### config.mk
export PLATFORM = sky130hd
export DESIGN_NAME = afr_top
export DESIGN_NICKNAME = d
export VERILOG_FILES = /design/src/logic/afr_pkg.sv /design/src/logic/afr_flag_cell.sv /design/src/logic/afr_read_mux.sv /design/src/logic/afr_top.sv
export VERILOG_INCLUDE_DIRS = /design/src /design/src/logic
export SDC_FILE = /design/constraint.sdc
export NUM_CORES = 1
export LEC_CHECK = 0
export CORE_MARGIN = 4
export CORE_UTILIZATION = 40
export DETAILED_ROUTE_END_ITERATION = 7
export DONT_BUFFER_PORTS = 1
export SLEW_MARGIN = 5
export SYNTH_ARGS = -nofsm -noshare
export SYNTH_HDL_FRONTEND = slang
export SYNTH_SLANG_ARGS = --single-unit
### constraint.sdc
create_clock -name sys_clk_in -period 1.4 [get_ports sys_clk_in]
set_input_delay 0.14 -clock sys_clk_in [delete_from_list [all_inputs] [get_ports sys_clk_in]]
set_output_delay 0.14 -clock sys_clk_in [all_outputs]
set_load 0.01 [all_outputs]
### src/logic/afr_defines.svh
/*
  Register offsets, reset values and fixed figures of the alarm flag bank.
  Assumes it is included by its bare name wherever these macros are used.
*/
`ifndef AFR_DEFINES_SVH
`define AFR_DEFINES_SVH

`define AFR_OFF_OVERVIEW 8'h10
`define AFR_OFF_TRIP_LO 8'h11
`define AFR_OFF_ACT_LO 8'h12
`define AFR_OFF_TRIP_HI 8'h13
`define AFR_OFF_ACT_HI 8'h14
`define AFR_RESET_FLAGS 8'h00
`define AFR_ABSENT_READ 8'hFF
`define AFR_MAX_CHANNELS 8
`define AFR_GROUP_CHANNELS 4

`endif

### src/logic/afr_pkg.sv
/*
  Types shared by the alarm flag bank modules.
  Assumes afr_defines.svh is on the include path.
*/
`include "afr_defines.svh"

package afr_pkg;

  typedef logic [7:0] afr_byte_type;
  typedef logic [`AFR_MAX_CHANNELS-1:0] afr_chan_type;
  // Two bits per channel: bit 2c+1 is the low alarm, bit 2c the high alarm
  typedef logic [2*`AFR_MAX_CHANNELS-1:0] afr_flags_type;

  typedef struct packed {
    logic [1:0] active;
    logic [1:0] tripped;
  } afr_cell_state_type;

  typedef struct packed {
    afr_byte_type rdata;
    logic rvalid;
    logic hit;
    logic alarm;
  } afr_top_state_type;

endpackage : afr_pkg

### src/logic/afr_flag_cell.sv
/*
  Active and tripped flags of one channel, low and high threshold.
  Assumes the comparator presents both conditions together with a sample strobe.
*/
`timescale 1ns/1ps

module afr_flag_cell (
  input wire logic sys_clk_in,            // System clock
  input wire logic nrst_in,               // Async reset, active low
  input wire logic sample_in,             // New compared result this cycle
  input wire logic cond_low_in,           // Result below low threshold
  input wire logic cond_high_in,          // Result above high threshold
  input wire logic clear_trip_in,         // Tripped register read this cycle
  output logic [1:0] active_out,          // {low, high} active flags
  output logic [1:0] tripped_out          // {low, high} tripped flags
);
  import afr_pkg::*;

  afr_cell_state_type state;
  afr_cell_state_type next_state;

  always_comb
  begin
    next_state = state;
    if (sample_in)
    begin
      next_state.active = {cond_low_in, cond_high_in};
    end
    if (clear_trip_in)
    begin
      // Flags whose condition still stands survive the read
      next_state.tripped = next_state.active;
    end
    if (sample_in)
    begin
      // Set applied last so a new alarm is never lost to a read
      next_state.tripped = next_state.tripped | {cond_low_in, cond_high_in};
    end
  end

  always_ff @(posedge sys_clk_in or negedge nrst_in)
  begin
    if (!nrst_in)
    begin
      state <= '0;
    end
    else
    begin
      state <= next_state;
    end
  end

  assign active_out = state.active;
  assign tripped_out = state.tripped;

endmodule : afr_flag_cell

### src/logic/afr_read_mux.sv
/*
  Address decode and read data selection for the alarm flag registers.
  Purely combinational; the caller registers the result.
*/
`timescale 1ns/1ps
`include "afr_defines.svh"

module afr_read_mux #(
  parameter int NUM_CHANNELS = 8          // 4 or 8
) (
  input wire afr_pkg::afr_byte_type addr_in,     // Register offset
  input wire afr_pkg::afr_flags_type active_in,  // Active flags, 2 per channel
  input wire afr_pkg::afr_flags_type tripped_in, // Tripped flags, 2 per channel
  output afr_pkg::afr_byte_type data_out,        // Selected read value
  output logic hit_out,                          // Offset belongs to this bank
  output logic clear_lo_out,                     // Read of tripped ch0-3
  output logic clear_hi_out                      // Read of tripped ch4-7
);
  import afr_pkg::*;

  afr_byte_type trip_lo;
  afr_byte_type trip_hi;
  afr_byte_type act_lo;
  afr_byte_type act_hi;
  afr_byte_type overview;

  // Build size is fixed at elaboration, so this is a constant rather than a net
  localparam logic full_build = (NUM_CHANNELS > `AFR_GROUP_CHANNELS);

  // Channel k of a group sits at bits 7-2k (low) and 6-2k (high)
  genvar k;
  generate
    for (k = 0; k < `AFR_GROUP_CHANNELS; k++)
    begin : g_pack
      assign trip_lo[7-2*k -: 2] = tripped_in[2*k+1 -: 2];
      assign act_lo[7-2*k -: 2] = active_in[2*k+1 -: 2];
      assign trip_hi[7-2*k -: 2] = tripped_in[2*(k+4)+1 -: 2];
      assign act_hi[7-2*k -: 2] = active_in[2*(k+4)+1 -: 2];
      assign overview[k] = |tripped_in[2*k+1 -: 2];
      assign overview[k+4] = full_build ? |tripped_in[2*(k+4)+1 -: 2] : 1'b1;
    end
  endgenerate

  always_comb
  begin
    data_out = `AFR_RESET_FLAGS;
    hit_out = 1'b1;
    clear_lo_out = 1'b0;
    clear_hi_out = 1'b0;
    case (addr_in)
      `AFR_OFF_OVERVIEW:
      begin
        data_out = overview;
      end
      `AFR_OFF_TRIP_LO:
      begin
        data_out = trip_lo;
        clear_lo_out = 1'b1;
      end
      `AFR_OFF_ACT_LO:
      begin
        data_out = act_lo;
      end
      `AFR_OFF_TRIP_HI:
      begin
        data_out = full_build ? trip_hi : `AFR_ABSENT_READ;
        clear_hi_out = full_build;
      end
      `AFR_OFF_ACT_HI:
      begin
        data_out = full_build ? act_hi : `AFR_ABSENT_READ;
      end
      default:
      begin
        hit_out = 1'b0;
      end
    endcase
  end

endmodule : afr_read_mux

### src/logic/afr_top.sv
/*
  Alarm flag register bank: per-channel active and tripped flags, their
  read-only registers at 10h to 14h and the alarm output level.
  Assumes the serial interface decodes frames into one-cycle read and write
  strobes with an offset, and that the comparator reports per-channel
  threshold conditions with a sample strobe, all synchronous to sys_clk_in.
*/
`timescale 1ns/1ps
`include "afr_defines.svh"

module afr_top #(
  parameter int NUM_CHANNELS = 8                  // 8, or 4 for the small build
) (
  input wire logic sys_clk_in,                    // System clock, 100 MHz
  input wire logic nrst_in,                       // Async reset, active low
  input wire afr_pkg::afr_chan_type sample_in,    // Per channel: new result compared
  input wire afr_pkg::afr_chan_type below_low_in, // Per channel: result under low threshold
  input wire afr_pkg::afr_chan_type above_high_in,// Per channel: result over high threshold
  input wire logic reg_rd_in,                     // Register read strobe
  input wire logic reg_wr_in,                     // Register write strobe
  input wire afr_pkg::afr_byte_type reg_addr_in,  // Register offset
  input wire afr_pkg::afr_byte_type reg_wdata_in, // Write data, never stored
  output afr_pkg::afr_byte_type reg_rdata_out,    // Read data
  output logic reg_rvalid_out,                    // Read data valid, one cycle
  output logic reg_hit_out,                       // Last read hit this bank
  output logic alarm_out                          // Any tripped flag set
);
  import afr_pkg::*;

  ////////////////////////////////////////////////////////////////////////////
  // Flag storage

  afr_flags_type active;
  afr_flags_type tripped;
  afr_byte_type mux_data;
  logic mux_hit;
  logic mux_clear_lo;
  logic mux_clear_hi;
  logic clear_lo;
  logic clear_hi;
  logic wr_ignored;

  // Clear acts at the same edge that captures the read data
  assign clear_lo = reg_rd_in & mux_clear_lo;
  assign clear_hi = reg_rd_in & mux_clear_hi;

  // No flag is writable, so a write never reaches any state
  assign wr_ignored = reg_wr_in & (|reg_wdata_in);

  genvar c;
  generate
    for (c = 0; c < `AFR_MAX_CHANNELS; c++)
    begin : g_chan
      if (c < NUM_CHANNELS)
      begin : g_live
        afr_flag_cell u_cell (
          .sys_clk_in(sys_clk_in),
          .nrst_in(nrst_in),
          .sample_in(sample_in[c]),
          .cond_low_in(below_low_in[c]),
          .cond_high_in(above_high_in[c]),
          .clear_trip_in(c < `AFR_GROUP_CHANNELS ? clear_lo : clear_hi),
          .active_out(active[2*c+1 -: 2]),
          .tripped_out(tripped[2*c+1 -: 2])
        );
      end
      else
      begin : g_absent
        // Channels missing from the small build hold no flags
        assign active[2*c+1 -: 2] = 2'h0;
        assign tripped[2*c+1 -: 2] = 2'h0;
      end
    end
  endgenerate

  ////////////////////////////////////////////////////////////////////////////
  // Register read path

  afr_read_mux #(
    .NUM_CHANNELS(NUM_CHANNELS)
  ) u_mux (
    .addr_in(reg_addr_in),
    .active_in(active),
    .tripped_in(tripped),
    .data_out(mux_data),
    .hit_out(mux_hit),
    .clear_lo_out(mux_clear_lo),
    .clear_hi_out(mux_clear_hi)
  );

  afr_top_state_type state;
  afr_top_state_type next_state;

  always_comb
  begin
    next_state = state;
    next_state.rvalid = reg_rd_in;
    // Pin follows all tripped flags, including read ones whose condition still stands
    next_state.alarm = |tripped;
    if (reg_rd_in)
    begin
      next_state.rdata = mux_data;
      next_state.hit = mux_hit;
    end
  end

  always_ff @(posedge sys_clk_in or negedge nrst_in)
  begin
    if (!nrst_in)
    begin
      state <= '0;
    end
    else
    begin
      state <= next_state;
    end
  end

  assign reg_rdata_out = state.rdata;
  assign reg_rvalid_out = state.rvalid;
  assign reg_hit_out = state.hit;
  assign alarm_out = state.alarm;

endmodule : afr_top

# == Word-level counts from Yosys, hierarchy flattened ==
# Cells that the tools add are included.
# classes
eq_ne,5
mux,28
n_bitwise,10
reduce_logical,10
# op_table
operator,n
2-bit 2-to-1 mux,24
"8-bit by 5-bit == test with 1-bit output, second input constant",5
8-bit one-hot mux with 5 select lines,1
2-bit bitwise OR,8
16-bit OR reduction,1
2-bit OR reduction,8
5-bit OR reduction,1
1-bit 2-to-1 mux,3
1-bit bitwise AND,2
# totals
regBits,43
output_inout_bits,11
wordCells,73

# == Logic depth before layout (Yosys ltp) ==
# logic_depth
ltp_word,6
depth_mapped,6
mapped_depth_nobuf,4

# == Cells and area by module ==
# Synthesis repeated with hierarchy kept, for this count alone.
# hier_totals
cells_unflattened,171
hier_area_um2,2245.9
# by_module_without_submodules
mod,n_inst,cells_each,area_each_um2,seq_area_each_um2
afr_flag_cell,8,11,161.4,100.1
afr_read_mux,1,55,490.5,0.0
afr_top,1,28,464.2,275.3

# == Worst setup path after synthesis ==
# OpenSTA, ideal clock, no wires.
# synth_timing
path_kind,register -> register
startpoint,register g_chan[5].g_live.u_cell.state (netlist bit g_chan[5].g_live.u_cell.tripped_out[0])
endpoint,register state (netlist bit reg_rdata_out[4])
setup_ns,0.124
arrival_time_ns,1.200
required_time_ns,1.276
slack_ns,0.076
stages_incl_launch_ff,5
n_path_buf,0
period_less_slack_ns,1.324
cell_sequence,dfrtp_1 -> mux2_2 -> a221oi_1 -> a211oi_1 -> a211o_1
# synth_between
elab_chain_cells,1
# synth_lines
element,line_no,source
from (decl),afr_flag_cell.sv:19,afr_cell_state_type state;
from (signal assigned),afr_flag_cell.sv:49,state <= next_state;
8-bit one-hot mux with 5 select lines,afr_read_mux.sv:50,case (addr_in)
to (signal assigned),afr_top.sv:115,state <= next_state;
to (decl),afr_top.sv:91,afr_top_state_type state;
# No other way between the ends.
# A chain may end at the register's enable or synchronous reset.

# == Worst setup path in the final report ==
# layout_timing
startpoint,register g_chan[3].g_live.u_cell.state (netlist bit g_chan[3].g_live.u_cell.tripped_out[0])
endpoint,register state (netlist bit reg_rdata_out[3])
# layout_between
elab_chain_cells,2
# layout_lines
element,line_no,source
from (decl),afr_flag_cell.sv:19,
from (signal assigned),afr_flag_cell.sv:49,
2-bit OR reduction,afr_read_mux.sv:39,assign overview[k] = |tripped_in[2*k+1 -: 2];
8-bit one-hot mux with 5 select lines,afr_read_mux.sv:50,
# No other way between the ends.

==> impl_metrics.py <==
metrics = {
    "status": {
        "status": "completed",
    },
    "route": {
        "ant_nets": 0,
        "drt_first_pass_iters": 4,
        "dr.first_iter.drc_count": 82,
        "drc": 0,
        "vias": 1626,
        "vias_per_cell": 5.33,
        "routedWlPerCell_um": 16.1,
        "wl_um": 4920,
    },
    "hold_path": {
        "whs_path_depth": 2,
        "min_from": "below_low_in[2]",
        "hold_class": "in -> reg",
    },
    "setup_path": {
        "cp_max_fo": 4,
        "critPathKind": "reg -> reg",
        "r2r-start": "g_chan[3].g_live.u_cell.tripped_out[0]$_DFF_PN0_",
        "critical_path.endpoint_type": "flop",
        "crit_start": "g_chan[3].g_live.u_cell.tripped_out[0]$_DFF_PN0_",
        "worst_r2r_path_depth": 4,
        "worstSetupStartpointType": "flop",
        "worst_ep_required_time_ps": 1570,
        "crit_arrival_ps": 1530,
    },
    "power_and_ir_drop": {
        "ir_drop_uv": 313,
        "intPower_w": 0.00176,
        "seq_power_share": 0.577,
        "clkPwrFrac": 0.308,
        "combPwrFrac": 0.115,
        "swShare": 0.234,
        "power_leakage_nw": 1.20,
        "power_switching_w": 0.000538,
        "power.density_mw_per_mm2": 872,
        "fin_total_pwr_w": 0.00230,
    },
    "timing": {
        "rsz0062_at_grt": "yes",
        "setup_violations": 0,
        "whs_ps": 0.823,
        "final_max_slew_viol_count": 0,
        "period_needed_ps": 1360,
        "hold_viol": 0,
        "tightest_slew_ps": 515,
        "setup_ws_ps": 39.2,
        "max_freq_mhz": 735,
        "fin_crit_sh": 0.972,
        "relSlewSlack": 0.655,
        "finalClockSkew_ps": 7.15,
    },
    "yosys": {
        "yosysTopAreaCellShare": 0.509,
        "syn_inst": 200,
        "synthFlopType": "dfrtp_1",
        "synth_edf_count": 0,
        "synth_seq_cells": 43,
        "yosys-top-cells-count": "52 x nand2_1, 43 x dfrtp_1, 16 x nand2b_1, 11 x nor2_1, 11 x o211ai_1",
        "synth_cell_types": 38,
        "synth.area.top_cells": "dfrtp_1 51%, nand2_1 9.2%, nand2b_1 4.7%, o211ai_1 3.9%, o211ai_2 3.6%",
        "synth_nets": 244,
        "ys_warn_count": 0,
        "syn_area_mm2": 0.00211,
        "synth_area_leader_cell": "dfrtp_1",
        "synth-seq-area-share": 0.509,
        "synth_most_common_cell": "nand2_1",
        "syn_avg_cell_area_um2": 10.6,
        "ys_async_sr_fraction": 1.00,
    },
    "grt": {
        "grt_pass1_wl_um": 7970,
        "grt_pass1_vias": 1611,
        "globalRoute.totalOverflow": 0,
        "antenna_found_initial": 0,
        "grt_max_degree": 44,
        "track_usage": 0.163,
    },
    "die": {
        "core-area_mm2": 0.00511,
        "die_h_um": 80.7,
        "pin_count": 55,
        "start_util": 0.414,
        "rows": 26,
        "dieArea_mm2": 0.00651,
        "die_w_um": 80.7,
    },
    "layout": {
        "num_antenna_cells": 0,
        "final_nets": 280,
        "area_growth_pct": 25.1,
        "drive_gt1_frac": 0.179,
        "fill_cells": 475,
        "layout.cells.non_filler": 305,
    },
    "placement": {
        "place_ws_ps": -18.6,
        "io_buffers": 0,
        "gp_congestion": 0.788,
        "place_hpwl_um": 3480,
        "dp_cells": 271,
    },
    "clocking": {
        "htreeDepth": 2,
        "insertion_delay_ps": 290,
        "cts_tree": "yes",
        "numCtsBuffers": 5,
        "cts-root-buf": "clkbuf_8",
        "cts_max_path_buffers": 2,
        "clock-sinks": 43,
        "cts.clk_slew.worst_paths_ps": 70,
    },
    "flow_run": {
        "drv_cap": 0,
    },
}
[kinds of logic (layout without fill, tap and decap cells)]
| kind of cell | count (synthesis) | after routing | share of synthesized area |
|---|---|---|---|
| AO/OA/AOI/OAI | 45 | 45 | 0.182 |
| buffers and inverters | 7 | 42 | 0.0237 |
| multiplexers | 4 | 4 | 0.0231 |
| flip-flops | 43 | 43 | 0.509 |
| AND/OR/NAND/NOR | 101 | 101 | 0.262 |
[through the flow]
stage	area (µm²)	utilization	TNS (ps)
floorplan	2110	-	0
global route	2640	0.517	-23.7
CTS	2550	0.500	0
global placement	2200	0.431	0
finish	2640	0.517	0
detailed placement	2200	0.431	-19.7
[critical path, cell delays in order, from the launching register on]
cell	delay [ps]
dfrtp_1	400
or3_1	350
o211ai_1	120
a211oi_2	100
a221o_1	270
[power by group through the flow]
stage / combinational [W] / clock (W) / sequential (W)
2_1_floorplan: 0.000141 / 0 / 0.00134
3_3_place_gp: 0.000149 / 0 / 0.00135
3_5_place_dp: 0.000152 / 0 / 0.00135
4_1_cts: 0.000242 / 0.000729 / 0.00133
5_1_grt: 0.000295 / 0.000778 / 0.00133
6_report: 0.000265 / 0.000708 / 0.00133
[area by class of cell]
type                    instances  area, µm²  share of cell area
multi-input cells             150       1070               0.405
flip-flops and latches         43       1080               0.407
inverters                       2       7.51             0.00284
repair buffers                 34        328               0.124
clock buffers                   6       72.6              0.0275
well taps                      70       87.6              0.0332
[state kept, by name, indices dropped and copies added, names as in the netlist]
name                              flops
alarm_out                             1
reg_hit_out                           1
reg_rdata_out                         8
g_chan.g_live.u_cell.active_out      16
g_chan.g_live.u_cell.tripped_out     16
reg_rvalid_out                        1
[cell usage in the layout, fill, tap and decap left out, drive strengths merged, types with 2 or more instances in the layout]
master	instances
a211oi	5
and2b	3
nand4	2
a211o	4
o211ai	17
nand2	52
clkbuf	6
mux2	4
a221o	4
dfrtp	43
dlygate4sd3	24
nor2b	2
nand2b	16
nor3	3
buf	10
a22oi	4
or4	2
o21ai	6
inv	2
nand3	2
a221oi	4
nor2	12
[path summary, 6_finish.rpt]
path	slack, ps	endpoint
min in group asynchronous	300	g_chan[7].g_live.u_cell.active_out[0]$_DFF_PN0_
max	40	reg_rdata_out[3]$_DFFE_PN0P_
min	0.8	g_chan[2].g_live.u_cell.active_out[1]$_DFF_PN0_
min reg2reg	520	g_chan[3].g_live.u_cell.active_out[1]$_DFF_PN0_
max in group asynchronous	880	g_chan[5].g_live.u_cell.active_out[0]$_DFF_PN0_
max reg2reg	40	reg_rdata_out[3]$_DFFE_PN0P_
[layer usage]
metal	share of wire	up-vias	track usage	wire [µm]
met5	0	-	0	0
met4	0.018	0	0.0659	90
met3	0.047	7	0.0359	230
met2	0.50	36	0.281	2470
met1	0.43	787	0.197	2130
li1	-	796	-	-
[repair_timing]
| item | CTS | global route |
|---|---|---|
| resized for setup | 3 | 10 |
| setup buffers | 0 | 3 |
| hold buffers | 25 | 0 |
| setup endpoints to repair | 3 | 5 |
| pin swaps | 0 | 13 |
| hold endpoints to repair | 57 | 0 |
Note: power is estimated with default switching activity, not from simulation.
